**src/rtl/interval_timer_consts.vh**
```
`ifndef INTERVAL_TIMER_CONSTS_VH
`define INTERVAL_TIMER_CONSTS_VH

// register byte addresses on the plain register port
`define ADDR_W 16
`define ADDR_CTRL 16'hff37
`define ADDR_CLKSEL 16'hff3a
`define ADDR_COUNT 16'hff30
`define ADDR_CMP0 16'hff32
`define ADDR_CMP1 16'hff34

// control register field positions
`define CTRL_CE 3
`define CTRL_CLR1 1
`define CTRL_CLR0 0
`define CTRL_MASK 8'h0b
`define CLKSEL_MASK 8'h07

// reset values
`define CTRL_RST 8'h00
`define CLKSEL_RST 8'h00
`define COUNT_ZERO 16'h0000
`define COUNT_ONE 16'h0001
`define COUNT_MAX 16'hffff
`define CMP_RST 16'h0000

// shared time base: 64 is the longest division
`define TB_W 6
`define TB_ZERO 6'h00
`define SEL_DIV4 3'h0
`define SEL_DIV8 3'h1
`define SEL_DIV16 3'h2
`define SEL_DIV32 3'h3
`define SEL_DIV64 3'h4
`define TB_ONE 6'h01

// time base taps: a tap fires when all of its low bits are ones
`define TAP_DIV4 6'h03
`define TAP_DIV8 6'h07
`define TAP_DIV16 6'h0f
`define TAP_DIV32 6'h1f
`define TAP_DIV64 6'h3f

// field widths
`define SEL_W 3
`define BYTE_W 8
`define WORD_W 16
`define BYTE_ZERO 8'h00

`endif

```
**src/rtl/dual_compare_interval_timer.v**
```verilog
// Overview of operation
// - 16-bit counter increments once per selected count clock while enabled.
// - clock select codes 0..4 give system clock divided by 4,8,16,32,64.
// - each compare register raises its own match pulse when counter equals it.
// - enabling from zero loads 0001H on the first following count clock.
// - disabling clears counter to 0000H at once and stops matches.
// - writing enable one while already one does not clear the counter.
// - count clock at FFFFH wraps to 0000H and raises overflow pulse.
// - control bit 3 is count enable, bits 1 and 0 clear-on-match enables.
// - clear-on-match keeps matched value until the next count clock.
// - re-enable after clear-by-disable gives value 1 on next count clock.
// - matches are evaluated only on increments, never on compare writes.
// - compare value 0000H matches only after wrapping through FFFFH or after a clear-on-match.
// - match coinciding with disable still raises its match pulse.
// - first compare match pulse also drives the real-time output trigger.
// - reset clears control, select, counter and both compare registers.
// - counter is read-only as a word; compare registers are read/write words.
// - first count clock after enabling may come early by less than one count period.
// - interval mode with compare n repeats matches every n+1 count clocks.
//
// Strobed register access was left to the implementer.
`include "interval_timer_consts.vh"

module dual_compare_interval_timer (
  // clock and reset
  input wire core_clk,
  input wire rst,
  // register port
  input wire [15:0] reg_addr,
  input wire [15:0] reg_wdata,
  input wire reg_wr,
  input wire reg_rd,
  output reg [15:0] reg_rdata,
  // event pulses
  output reg match_irq_zero,
  output reg match_irq_one,
  output reg overflow_irq,
  output reg rto_trigger
);

  ////////////////////////////////////////////////////////////////////////////
  // software-visible registers
  reg [`BYTE_W-1:0] timer_control_r;
  reg [`BYTE_W-1:0] timer_control_nxt;
  reg [`BYTE_W-1:0] count_clock_select_r;
  reg [`BYTE_W-1:0] count_clock_select_nxt;
  reg [`WORD_W-1:0] count_value_r;
  reg [`WORD_W-1:0] count_nxt;
  reg [`WORD_W-1:0] compare_value_zero_r;
  reg [`WORD_W-1:0] compare_value_zero_nxt;
  reg [`WORD_W-1:0] compare_value_one_r;
  reg [`WORD_W-1:0] compare_value_one_nxt;

  // shared time base and its tap
  reg [`TB_W-1:0] time_base_r;
  reg [`TB_W-1:0] time_base_nxt;
  reg [`TB_W-1:0] tap_mask;

  // start and clear bookkeeping
  reg fresh_start_r;
  reg fresh_start_nxt;
  reg clear_pend_r;
  reg clear_pend_nxt;
  reg [`WORD_W-1:0] count_step;
  reg [`WORD_W-1:0] count_land;

  // event pulse next values
  reg match_zero_nxt;
  reg match_one_nxt;
  reg overflow_nxt;
  reg trigger_nxt;

  // read path
  reg [`WORD_W-1:0] rdata_nxt;

  // register port decode
  wire wr_ctrl;
  wire wr_clksel;
  wire wr_cmp0;
  wire wr_cmp1;
  wire rd_ctrl;
  wire rd_clksel;
  wire rd_count;
  wire rd_cmp0;
  wire rd_cmp1;

  // control fields and requests
  wire ce_now;
  wire ce_new;
  wire clr0_en;
  wire clr1_en;
  wire start_req;
  wire stop_req;

  // count clock and compare results
  wire tick_sel;
  wire count_tick;
  wire hit_zero;
  wire hit_one;
  wire clear_req;
  wire wrap_now;

  ////////////////////////////////////////////////////////////////////////////
  // true when the register port addresses the given register
  function addr_hit;
    input [`ADDR_W-1:0] addr;
    input [`ADDR_W-1:0] target;
    begin
      addr_hit = (addr == target);
    end
  endfunction

  // a match is true only when the counter steps onto the compare value
  function cmp_hit;
    input [`WORD_W-1:0] value;
    input [`WORD_W-1:0] cmp;
    begin
      cmp_hit = (value == cmp);
    end
  endfunction

  // tap mask of a clock select code; prohibited codes get an empty mask
  function [`TB_W-1:0] tap_of;
    input [`SEL_W-1:0] sel;
    begin
      case (sel)
        `SEL_DIV4: tap_of = `TAP_DIV4;
        `SEL_DIV8: tap_of = `TAP_DIV8;
        `SEL_DIV16: tap_of = `TAP_DIV16;
        `SEL_DIV32: tap_of = `TAP_DIV32;
        `SEL_DIV64: tap_of = `TAP_DIV64;
        default: tap_of = `TB_ZERO;
      endcase
    end
  endfunction

  // byte register placed on the word-wide read bus, upper byte zero
  function [`WORD_W-1:0] byte_to_word;
    input [`BYTE_W-1:0] value;
    begin
      byte_to_word = {`BYTE_ZERO, value};
    end
  endfunction

  ////////////////////////////////////////////////////////////////////////////
  // write decode; the count register has no write decode at all
  assign wr_ctrl = reg_wr && addr_hit(reg_addr, `ADDR_CTRL);
  assign wr_clksel = reg_wr && addr_hit(reg_addr, `ADDR_CLKSEL);
  assign wr_cmp0 = reg_wr && addr_hit(reg_addr, `ADDR_CMP0);
  assign wr_cmp1 = reg_wr && addr_hit(reg_addr, `ADDR_CMP1);

  // read decode
  assign rd_ctrl = reg_rd && addr_hit(reg_addr, `ADDR_CTRL);
  assign rd_clksel = reg_rd && addr_hit(reg_addr, `ADDR_CLKSEL);
  assign rd_count = reg_rd && addr_hit(reg_addr, `ADDR_COUNT);
  assign rd_cmp0 = reg_rd && addr_hit(reg_addr, `ADDR_CMP0);
  assign rd_cmp1 = reg_rd && addr_hit(reg_addr, `ADDR_CMP1);

  // control fields; a start is only a zero-to-one change of the enable
  assign ce_now = timer_control_r[`CTRL_CE];
  assign ce_new = reg_wdata[`CTRL_CE];
  assign clr0_en = timer_control_r[`CTRL_CLR0];
  assign clr1_en = timer_control_r[`CTRL_CLR1];
  assign stop_req = wr_ctrl && !ce_new;
  assign start_req = wr_ctrl && ce_new && !ce_now;

  ////////////////////////////////////////////////////////////////////////////
  // shared time base: free running, so the first tick after enable may be short
  always @*
  begin
    time_base_nxt = time_base_r + `TB_ONE;
  end

  always @(posedge core_clk or posedge rst)
  begin
    if (rst)
      time_base_r <= `TB_ZERO;
    else
      time_base_r <= time_base_nxt;
  end

  // tap select from the clock select code
  always @*
  begin
    tap_mask = tap_of(count_clock_select_r[`SEL_W-1:0]);
  end

  // one-cycle count pulse, only while enabled; an empty mask never ticks
  assign tick_sel = (tap_mask != `TB_ZERO) && ((time_base_r & tap_mask) == tap_mask);
  assign count_tick = tick_sel && ce_now;

  ////////////////////////////////////////////////////////////////////////////
  // value the next tick lands on: 0001H after a start, 0000H after a clear
  always @*
  begin
    count_step = count_value_r + `COUNT_ONE;
    if (fresh_start_r)
      count_land = `COUNT_ONE;
    else if (clear_pend_r)
      count_land = `COUNT_ZERO;
    else
      count_land = count_step;
  end

  // counter next value; a disable clears at once, ahead of any tick
  always @*
  begin
    count_nxt = count_value_r;
    if (stop_req)
      count_nxt = `COUNT_ZERO;
    else if (count_tick)
      count_nxt = count_land;
  end

  always @(posedge core_clk or posedge rst)
  begin
    if (rst)
      count_value_r <= `COUNT_ZERO;
    else
      count_value_r <= count_nxt;
  end

  // compares look at the stepped value only, so a compare write equal to
  // the counter never fires, and 0000H needs a wrap or a clear to match
  assign hit_zero = count_tick && cmp_hit(count_land, compare_value_zero_r);
  assign hit_one = count_tick && cmp_hit(count_land, compare_value_one_r);
  assign clear_req = (clr0_en && hit_zero) || (clr1_en && hit_one);
  assign wrap_now = count_tick && !fresh_start_r && !clear_pend_r && (count_value_r == `COUNT_MAX);

  ////////////////////////////////////////////////////////////////////////////
  // start flag: the first tick after a start loads 0001H, not the next count
  always @*
  begin
    fresh_start_nxt = fresh_start_r;
    if (stop_req)
      fresh_start_nxt = 1'b0;
    else if (start_req)
      fresh_start_nxt = 1'b1;
    else if (count_tick)
      fresh_start_nxt = 1'b0;
  end

  // clear-on-match waits for the next tick, so the matched value stays visible;
  // a match on the very first tick after a start clears as well
  always @*
  begin
    clear_pend_nxt = clear_pend_r;
    if (stop_req)
      clear_pend_nxt = 1'b0;
    else if (count_tick)
      clear_pend_nxt = clear_req;
  end

  // a pending clear is dropped on disable, since the counter is zero already
  always @(posedge core_clk or posedge rst)
  begin
    if (rst)
    begin
      fresh_start_r <= 1'b0;
      clear_pend_r <= 1'b0;
    end
    else
    begin
      fresh_start_r <= fresh_start_nxt;
      clear_pend_r <= clear_pend_nxt;
    end
  end

  ////////////////////////////////////////////////////////////////////////////
  // event pulses: the tick is taken before a same-cycle disable lands,
  // so a match coinciding with a stop still raises its request
  always @*
  begin
    match_zero_nxt = hit_zero;
    match_one_nxt = hit_one;
    trigger_nxt = hit_zero;
    overflow_nxt = wrap_now;
  end

  // match pulses last one cycle; the interrupt controller keeps the flags
  always @(posedge core_clk or posedge rst)
  begin
    if (rst)
    begin
      match_irq_zero <= 1'b0;
      match_irq_one <= 1'b0;
    end
    else
    begin
      match_irq_zero <= match_zero_nxt;
      match_irq_one <= match_one_nxt;
    end
  end

  // overflow and output trigger, also one cycle each
  always @(posedge core_clk or posedge rst)
  begin
    if (rst)
    begin
      overflow_irq <= 1'b0;
      rto_trigger <= 1'b0;
    end
    else
    begin
      overflow_irq <= overflow_nxt;
      rto_trigger <= trigger_nxt;
    end
  end

  ////////////////////////////////////////////////////////////////////////////
  // control register: only the enable and the two clear bits are kept
  always @*
  begin
    timer_control_nxt = timer_control_r;
    if (wr_ctrl)
      timer_control_nxt = reg_wdata[`BYTE_W-1:0] & `CTRL_MASK;
  end

  // clock select: changing it while running may give one odd tick
  always @*
  begin
    count_clock_select_nxt = count_clock_select_r;
    if (wr_clksel)
      count_clock_select_nxt = reg_wdata[`BYTE_W-1:0] & `CLKSEL_MASK;
  end

  // compare registers are plain words; the counter itself is read-only
  always @*
  begin
    compare_value_zero_nxt = compare_value_zero_r;
    if (wr_cmp0)
      compare_value_zero_nxt = reg_wdata;
  end

  always @*
  begin
    compare_value_one_nxt = compare_value_one_r;
    if (wr_cmp1)
      compare_value_one_nxt = reg_wdata;
  end

  // compares get a defined reset value so simulation shows no unknowns
  always @(posedge core_clk or posedge rst)
  begin
    if (rst)
    begin
      timer_control_r <= `CTRL_RST;
      count_clock_select_r <= `CLKSEL_RST;
      compare_value_zero_r <= `CMP_RST;
      compare_value_one_r <= `CMP_RST;
    end
    else
    begin
      timer_control_r <= timer_control_nxt;
      count_clock_select_r <= count_clock_select_nxt;
      compare_value_zero_r <= compare_value_zero_nxt;
      compare_value_one_r <= compare_value_one_nxt;
    end
  end

  ////////////////////////////////////////////////////////////////////////////
  // read mux; unmapped addresses and idle cycles read zero
  always @*
  begin
    rdata_nxt = `COUNT_ZERO;
    if (rd_ctrl)
      rdata_nxt = byte_to_word(timer_control_r);
    else if (rd_clksel)
      rdata_nxt = byte_to_word(count_clock_select_r);
    else if (rd_count)
      rdata_nxt = count_value_r;
    else if (rd_cmp0)
      rdata_nxt = compare_value_zero_r;
    else if (rd_cmp1)
      rdata_nxt = compare_value_one_r;
  end

  // read data stand one cycle after the strobe and are zero otherwise
  always @(posedge core_clk or posedge rst)
  begin
    if (rst)
      reg_rdata <= `COUNT_ZERO;
    else
      reg_rdata <= rdata_nxt;
  end

endmodule // dual_compare_interval_timer

```
**config.mk**
```make
export PLATFORM = sky130hd
export DESIGN_NAME = dual_compare_interval_timer
export DESIGN_NICKNAME = d
export VERILOG_FILES = /design/src/rtl/dual_compare_interval_timer.v
export VERILOG_INCLUDE_DIRS = /design/src /design/src/rtl
export SDC_FILE = /design/constraint.sdc
export NUM_CORES = 1
export LEC_CHECK = 0
export BUFFER_PORTS_ARGS = -buffer_cell sky130_fd_sc_hd__buf_2
export CORE_MARGIN = 2
export CORE_UTILIZATION = 61
export CTS_BUF_LIST = sky130_fd_sc_hd__clkbuf_4 sky130_fd_sc_hd__clkbuf_8 sky130_fd_sc_hd__clkbuf_16
export DETAILED_ROUTE_END_ITERATION = 7
export PLACE_DENSITY = 0.92
export REMOVE_ABC_BUFFERS = 1
export SKIP_LAST_GASP = 1
export SYNTH_ARGS = -nofsm -noshare
export SYNTH_HDL_FRONTEND = slang
export SYNTH_SLANG_ARGS = --single-unit
```
**constraint.sdc**
```tcl
create_clock -name core_clk -period 5.5 [get_ports core_clk]
set_input_delay 0.55 -clock core_clk [delete_from_list [all_inputs] [get_ports core_clk]]
set_output_delay 0.55 -clock core_clk [all_outputs]
set_load 0.02 [all_outputs]
```
Word-level counts from Yosys, hierarchy flattened
Index checks and enable logic that the tools add are counted.
{ "word_totals": {"mem_bits_ro": 0, "word_cells": 73, "in_bits": 36, "latch_bits": 0, "out_inout_bits": 20, "mem_count": 0, "register_bits": 81, "mem_bits_rw": 0} }
{ "classes": {"n_mul": 0, "n_mux": 15, "addsub": 2, "bitwise": 1, "magnitude_cmp": 0, "reduce_logical": 30, "eq_ne": 13, "shift": 0, "div": 0} }
{ "ops": {"columns": ["operator", "n"], "rows": [
  ["$mux W16", 9],
  ["$eq A16 B16 Y1 const B", 6],
  ["$eq A16 B16 Y1", 2],
  ["$pmux W6 S5", 1],
  ["$logic_and A1 B1 Y1", 21],
  ["$add A16 B1 Y16 const B", 1],
  ["$add A6 B1 Y6 const B", 1],
  ["$and A6 B6 Y6", 1],
  ["$eq A3 B2 Y1 const B", 2],
  ["$eq A6 B6 Y1", 1],
  ["$reduce_bool A6 Y1", 1],
  ["$mux W1", 5],
  ["$logic_not A1 Y1", 4],
  ["$eq A3 B1 Y1 const B", 1],
  ["$eq A3 B3 Y1 const B", 1],
  ["$logic_not A3 Y1", 1],
  ["$reduce_bool A3 Y1", 1],
  ["$reduce_bool A2 Y1", 1],
  ["$logic_or A1 B1 Y1", 1]
]} }

Logic depth before layout (Yosys ltp)
Gate-level depths: netlist of the first run.
{ "logic_depth": {"ltp_word": 11, "ltp_mapped": 10, "ltp_nobuf": 9} }

Least setup slack after synthesis of the first run
No wires, ideal clock.
{ "synth_timing": {"kind": "register to register", "from": "register count_value_r[1]", "to": "register clear_pend_r", "path_stages_with_launch": 11, "period_less_slack_ps": 2554, "path_slack_ps": 2946, "path_buffers": 1, "t_arrival_ps": 2462, "required_time_ps": 5408, "setup_time_ps": 92, "path_cell_list": "dfrtp_1 -> ha_1 -> and3_1 -> buf_2 -> mux2i_1 -> xor2_1 -> o2111ai_1 -> or3_4 -> nor4_4 -> a22oi_1 -> o31ai_2"} }
{ "synth_between": {"elab_chain_len": 9, "word_cells_on_any_way": 12, "cone_classes": "add/sub: 1; eq/ne: 2; mux: 4; reduce/logical: 5"} }
{ "synth_rtl": {"columns": ["item", "line", "source"], "rows": [
  ["start: declaration", "dual_compare_interval_timer.v:47", "reg [`WORD_W-1:0] count_value_r;"],
  ["start signal: assignment", "dual_compare_interval_timer.v:218", "count_value_r <= `COUNT_ZERO;"],
  ["start signal: assignment", "dual_compare_interval_timer.v:220", "count_value_r <= count_nxt;"],
  ["$add A16 B1 Y16 (no source line)", null, null],
  ["$mux W16", "dual_compare_interval_timer.v:199", "else if (clear_pend_r)"],
  ["$mux W16", "dual_compare_interval_timer.v:197", "if (fresh_start_r)"],
  ["$eq A16 B16 Y1", "dual_compare_interval_timer.v:118", "cmp_hit = (value == cmp);"],
  ["$logic_and A1 B1 Y1", "dual_compare_interval_timer.v:225", "assign hit_zero = count_tick && cmp_hit(count_land, compare_value_zero_r);"],
  ["via hit_zero", "dual_compare_interval_timer.v:98", "wire hit_zero;"],
  ["$logic_and A1 B1 Y1", "dual_compare_interval_timer.v:227", "assign clear_req = (clr0_en && hit_zero) || (clr1_en && hit_one);"],
  ["$logic_or A1 B1 Y1", "dual_compare_interval_timer.v:227", null],
  ["$mux W1", "dual_compare_interval_timer.v:250", "else if (count_tick)"],
  ["$mux W1", "dual_compare_interval_timer.v:248", "if (stop_req)"],
  ["end signal: assignment", "dual_compare_interval_timer.v:265", "clear_pend_r <= clear_pend_nxt;"],
  ["end: declaration", "dual_compare_interval_timer.v:62", "reg clear_pend_r;"]
]} }
The timed path passes the listed nets, and every way through them passes these cells. The select of a mux whose other input is x is not followed.
A chain may end at the register's enable or synchronous reset.

Worst setup path after layout of the first run
{ "layout_timing": {"from": "register clear_pend_r", "to": "register clear_pend_r"} }
{ "layout_between": {"elab_chain_len": 8, "word_cells_on_any_way": 11, "cone_classes": "eq/ne: 2; mux: 4; reduce/logical: 5"} }
{ "layout_rtl": {"columns": ["item", "line"], "rows": [
  ["$mux W16", "dual_compare_interval_timer.v:199"],
  ["$mux W16", "dual_compare_interval_timer.v:197"],
  ["$eq A16 B16 Y1", "dual_compare_interval_timer.v:118"],
  ["$logic_and A1 B1 Y1", "dual_compare_interval_timer.v:225"],
  ["via hit_zero", "dual_compare_interval_timer.v:98"],
  ["$logic_and A1 B1 Y1", "dual_compare_interval_timer.v:227"],
  ["$logic_or A1 B1 Y1", "dual_compare_interval_timer.v:227"],
  ["$mux W1", "dual_compare_interval_timer.v:250"],
  ["$mux W1", "dual_compare_interval_timer.v:248"]
]} }
The timed path passes the listed nets, and every way through them passes these cells. The select of a mux whose other input is x is not followed.

==> results.cfg, run 1 <==
[placement]
io_buffers = 55
dpl_worst_slack_ps = 2380
dpl_cell_area_um2 = 4870
dp_hpwl_um = 8310
globalplace.congestion = 0.985

[clock_network]
cts_resized = 0
ctsHoldBuffers = 0
cts_buffers = 9
path_clk_slew_ps = 90
cts_tree = yes
post_cts_buffers = 0
clkSinkCount = 81
cts_max_level = 3
insertion_delay_ps = 370
clk_path_buf_depth = 2
ctsRootBufferMaster = clkbuf_8

[global_routing]
overflow = 0
grt_pass1_vias = 3869
grt_max_degree = 82
grt_usage_pct = 30.6
antenna_found_initial = 0
grt_pass1_wl_um = 19800

[die]
core-area_um2 = 7210
start_util_pct = 62.6
row_count = 31
ios = 56
dieHeight_um = 90.1
die_area_um2 = 8110
die_x_um = 90.1

[synth]
synth_cells = 449
netlist_top_cells_area = dfrtp_1 (45%), mux2_2 (9.5%), a222oi_1 (3.8%)
synth-compound-area-share_pct = 14.0
synth-xor-area-share_pct = 5.21
synthSimpleGateAreaFrac_pct = 20.0
yosysTopAreaCell = dfrtp_1
synthFlopType = dfrtp_1
yosysSeqAreaShare_pct = 44.9
synthMuxAreaShare_pct = 11.3
yosysUniqueCellTypes = 63
synth_seq_cells = 81
synth_edf_count = 0
avgSynthCellArea_um2 = 10.1
async_flop_share_pct = 100
synth_top_family_by_area = simple AND/OR/NAND/NOR gates
synth_top_area_share_pct = 44.9
syn_area_um2 = 4520
yosys_warnings = 0
synthAdderAreaFrac_pct = 0.554

[power_and_ir_drop]
p_sw_share_pct = 23.9
power_frac_clock_pct = 41.5
p_leak_nw = 2.35
finalPower_mw = 1.08
ir_drop_v = 0.000125
comb_power_share_pct = 3.2
p_int_mw = 0.820
netSwitchingPower_mw = 0.257
power_density_nw_per_um2 = 212
seqPwrFrac_pct = 55.3

[layout]
final_cell_area_um2 = 5070
area_growth_pct = 12.3
finish.net_count = 532
drive_gt1_share_pct = 26.1
layout_commonest_cell = dfrtp_1
final_cell_mix = dfrtp_1 (81), buf_2 (55), mux2_2 (38)
diodes = 0

[sta]
timing.setup.tns_ps = 0
hold_viol_final = 0
relSlewSlack_pct = 15.5
setup-violations-final = 0
fin_crit_ps = 3230
fin_crit_sh_pct = 58.7
timing.final.ws_setup_ps = 2270
skew_ps = 15.6
rsz0062_at_grt = false
slew_viol_final = 0
worstMarginPinSlew_ps = 1260
clock.fmax_mhz = 310

[setup_path]
start_kind = flip-flop
cp_common_cell = or4_1
path_class = flip-flop to flip-flop
crit_slowest_cell = or2_1
crit_fanout = 25
r2r_slack_ps = 2270
worstPathCellList = or2_1, or4_1, mux2i_1, o211ai_1, or4_1, nor4_4, a22oi_1, o31ai_2
reg2reg_from = clear_pend_r
endpoint_kind = flip-flop
r2r-end = clear_pend_r
critPathMaxStageDelay_ps = 620
r2r_cells = 8
cp.required_ps = 5780
cp_data_arrival_time_ps = 3510

[detailed_routing]
drt_iter0_drc = 594
postRouteAntennaNets = 0
wire_per_inst_um = 19.9
post_drt_via_cell_ratio = 6.65
vias = 3975
drcViolationCount = 0
dr.pass1.iters = 6
totalWireLength_um = 11900

[min_path]
hold_path.class = primary input to flip-flop
holdPathEnd = compare_value_one_r[6]
holdPathStages = 2
min_from = reg_wdata[6]

[run]
drv_cap = 0

[run_status]
status = finished, final reports clean
[area by class of cell]
type	instances	area, um2
flip-flops and latches	81	2030
repair buffers	60	313
clock buffers	9	124
fillers	552	2140
inverters	20	76.3
clock inverters	7	77.6
well taps	99	124
multi-input cells	322	2330
[registers in the layout, indices dropped and copies added (netlist names)]
name                  count
count_clock_select_r      3
compare_value_one_r      16
overflow_irq              1
reg_rdata                16
timer_control_r           3
match_irq_one             1
rto_trigger               1
time_base_r               6
clear_pend_r              1
compare_value_zero_r     16
fresh_start_r             1
count_value_r            16
[synth_stat cells, drive strengths merged (3+ instances only)]
| master | n |
|---|---|
| nand4 | 13 |
| or3 | 5 |
| a21oi | 18 |
| xor2 | 9 |
| and4 | 3 |
| nor2b | 4 |
| clkbuf | 17 |
| dfrtp | 81 |
| o311a | 3 |
| o31ai | 5 |
| mux2i | 7 |
| inv | 20 |
| nor3 | 14 |
| nand3 | 11 |
| mux2 | 39 |
| and3 | 4 |
| nand4b | 4 |
| a222oi | 17 |
| buf | 9 |
| nor3b | 3 |
| o21ai | 27 |
| nand2b | 10 |
| or4 | 5 |
| xnor2 | 17 |
| nand2 | 29 |
| nor4 | 11 |
| nor2 | 31 |
[worst max path at each step]
stage	from	endpoint	slack [ps]	depth (start not counted)
floorplan	reg_addr[7]	reg_rdata[0]	2560	7
finish	clear_pend_r	clear_pend_r	2270	8
detailed placement	clear_pend_r	clear_pend_r	2380	8
CTS	clear_pend_r	clear_pend_r	2340	8
global route	clear_pend_r	clear_pend_r	2140	8
global placement	clear_pend_r	clear_pend_r	2480	8
[power groups by stage]
stage	sequential (mW)	clock (mW)	combinational, mW
2_1_floorplan	0.607	0	0.0133
3_3_place_gp	0.608	0	0.0330
3_5_place_dp	0.608	0	0.0349
4_1_cts	0.596	0.453	0.0350
5_1_grt	0.596	0.473	0.0393
6_report	0.596	0.448	0.0342
[routing by layer]
layer	vias up	track usage, %	part of all wire, %
li1	1756	-	-
met1	1908	43.9	41
met2	273	46.9	46
met3	38	4.86	9.5
met4	0	12.4	2.9
met5	-	0	0
[through the flow]
stage	hold slack, ps	std cells	util [%]
after floorplan	442	423	-
after detailed placement	484	582	67.5
after CTS	425	598	70.3
final	425	598	70.3
after global routing	427	598	70.3
after global placement	469	582	67.5
[cells by family after synthesis]
group | Yosys count
buffers and inverters | 46
AOI/OAI and AO/OA | 90
muxes | 46
and+or+nand+nor | 158
DFF | 81
adders and majority gates | 2
xor gates and xnor gates | 26
[worst max-delay path, delay by kind of cell (launching register included)]
family          cells  cell delay (ps)
simple gates        4             1950
compound gates      3              490
flops               1              560
mux                 1              140
Power figures use the tool's default switching activity.
==> inputs of run 2 (changes only) <==
--- a/config.mk
+++ b/config.mk
@@ -8,10 +8,10 @@
 export LEC_CHECK = 0
 export BUFFER_PORTS_ARGS = -buffer_cell sky130_fd_sc_hd__buf_2
 export CORE_MARGIN = 2
-export CORE_UTILIZATION = 61
+export CORE_UTILIZATION = 58
 export CTS_BUF_LIST = sky130_fd_sc_hd__clkbuf_4 sky130_fd_sc_hd__clkbuf_8 sky130_fd_sc_hd__clkbuf_16
 export DETAILED_ROUTE_END_ITERATION = 7
-export PLACE_DENSITY = 0.92
+export PLACE_DENSITY = 0.89
 export REMOVE_ABC_BUFFERS = 1
 export SKIP_LAST_GASP = 1
 export SYNTH_ARGS = -nofsm -noshare
==> constraint.sdc (replaced) <==
create_clock -name core_clk -period 3 [get_ports core_clk]
set_input_delay 0.3 -clock core_clk [delete_from_list [all_inputs] [get_ports core_clk]]
set_output_delay 0.3 -clock core_clk [all_outputs]
set_load 0.02 [all_outputs]
==> run 2 against run 1 <==
  * Count of clock-buffer cells in the layout rose by 1
  * Clock skew shrank 3.8 ps
  * Critical path depth grew 1
  * Sequential power rose by 83%
  * Critical path type unchanged
  * Highest routed layer unchanged
==> results.cfg, run 2 (same netlist as run 1, synthesis figures left out) <==
[clock_network]
cts_tree = yes
ctsRootBufferMaster = clkbuf_8
insertion_delay_ps = 360
cts_buffers = 9
clkSinkCount = 81
cts_max_level = 3
clk_path_buf_depth = 2
path_clk_slew_ps = 90

[power_and_ir_drop]
p_sw_share_pct = 23.0
p_leak_nw = 2.47
p_int_mw = 1.50
power_density_nw_per_um2 = 372
power_frac_clock_pct = 40.9
ir_drop_v = 0.000255
seqPwrFrac_pct = 55.9
finalPower_mw = 1.95
comb_power_share_pct = 3.2
netSwitchingPower_mw = 0.450

[placement]
dp_hpwl_um = 8950
io_buffers = 55
globalplace.congestion = 1.00

[layout]
final_cell_mix = dfrtp_1 (79), buf_2 (55), mux2_2 (38)
finish.net_count = 555
multi_input_area_um2 = 2340
layout_commonest_cell = dfrtp_1
drive_gt1_share_pct = 30.1
fill_cells = 608
register_area_um2 = 2030
area_growth_pct = 16.2
diodes = 0

[sta]
setup-violations-final = 0
hold_slack_ps = 183
skew_ps = 11.8
worstMarginPinSlew_ps = 1010
clock.fmax_mhz = 350
slew_viol_final = 0
fin_crit_sh_pct = 95.2
rsz0062_at_grt = false
fin_crit_ps = 2860
relSlewSlack_pct = 32.3
hold_viol_final = 0
timing.setup.tns_ps = 0

[min_path]
holdPathEnd = compare_value_zero_r[5]
hold_path.class = primary input to flip-flop
holdPathStages = 2
min_from = reg_wdata[5]

[detailed_routing]
totalWireLength_um = 12700
drt_iter0_drc = 514
post_drt_via_cell_ratio = 6.47
wire_per_inst_um = 20.3
vias = 4038
postRouteAntennaNets = 0
drcViolationCount = 0
dr.pass1.iters = 6

[global_routing]
antenna_found_initial = 0
overflow = 0
grt_pass1_vias = 3945
grt_usage_pct = 30.9
grt_pass1_wl_um = 20300
grt_max_degree = 82

[die]
core-area_um2 = 7650
die_x_um = 92.3
row_count = 32
die_area_um2 = 8510
ios = 56
dieHeight_um = 92.3
start_util_pct = 59.1

[setup_path]
crit_start = count_value_r[1]
r2r_slack_ps = 140
start_kind = flip-flop
r2r_cells = 9
cp_data_arrival_time_ps = 3130
r2r-end = clear_pend_r
path_class = flip-flop to flip-flop
cp.required_ps = 3270
endpoint_kind = flip-flop
crit_fanout = 7
reg2reg_from = count_value_r[1]

[run_status]
status = finished, final reports clean

[run]
drv_cap = 0
-- run 2: area by class of cell --
type | count | share of cell area [%]
Sequential cell | 81 | 38.7
Tap cell | 102 | 2.43
Timing Repair Buffer | 83 | 9.25
Multi-Input combinational cell | 322 | 44.6
Clock buffer | 10 | 2.50
Clock inverter | 6 | 1.12
Inverter | 20 | 1.45
-- run 2: power groups by stage --
stage               registers (mW)  clock network (mW)  logic [mW]
detailed placement            1.11                   0      0.0644
CTS                           1.09               0.799      0.0644
global route                  1.09               0.846      0.0714
finish                        1.09               0.798      0.0629
global placement              1.11                   0      0.0611
floorplan                     1.11                   0      0.0243
-- run 2: worst max-delay path, cell delays in order, from the launching register on --
cell and delay (ps):
dfrtp_1 380, ha_1 250, and3_1 430, a22oi_1 160, a211oi_1 380, o2111ai_1 170, or3_4 370, nor4_4 320
a22oi_1 140, o31ai_2 180
-- run 2: layer usage --
metal  GRT usage, %  wire length [um]  part of all wire [%]
met1           41.9              5310                    42
met5              0                 0                     0
met3           5.42              1100                   8.7
met4           12.6               316                   2.5
met2           49.3              5930                    47
-- run 2: through the flow --
step                      area, um2  utilization (%)  instances  setup WS, ps
final                          5250             68.7        624           144
after floorplan                4410                -        423           300
after detailed placement       5050             66.0        608           125
after global routing           5250             68.7        624          1.39
after global placement         5050             66.0        608           180
after CTS                      5240             68.5        624           111
-- run 2: repair_timing --
item / in CTS / in global routing
setup endpoints to repair: 0 / 1
buffers inserted: 0 / 0
hold buffers: 0 / 0
resized for setup: 0 / 4
-- run 2: worst max path at each step --
stage | endpoint | slack [ps] | cells past startpoint
global placement | clear_pend_r | 180 | 8
finish | clear_pend_r | 140 | 9
CTS | clear_pend_r | 110 | 8
floorplan | clear_pend_r | 300 | 8
global route | clear_pend_r | 1 | 9
detailed placement | clear_pend_r | 130 | 8
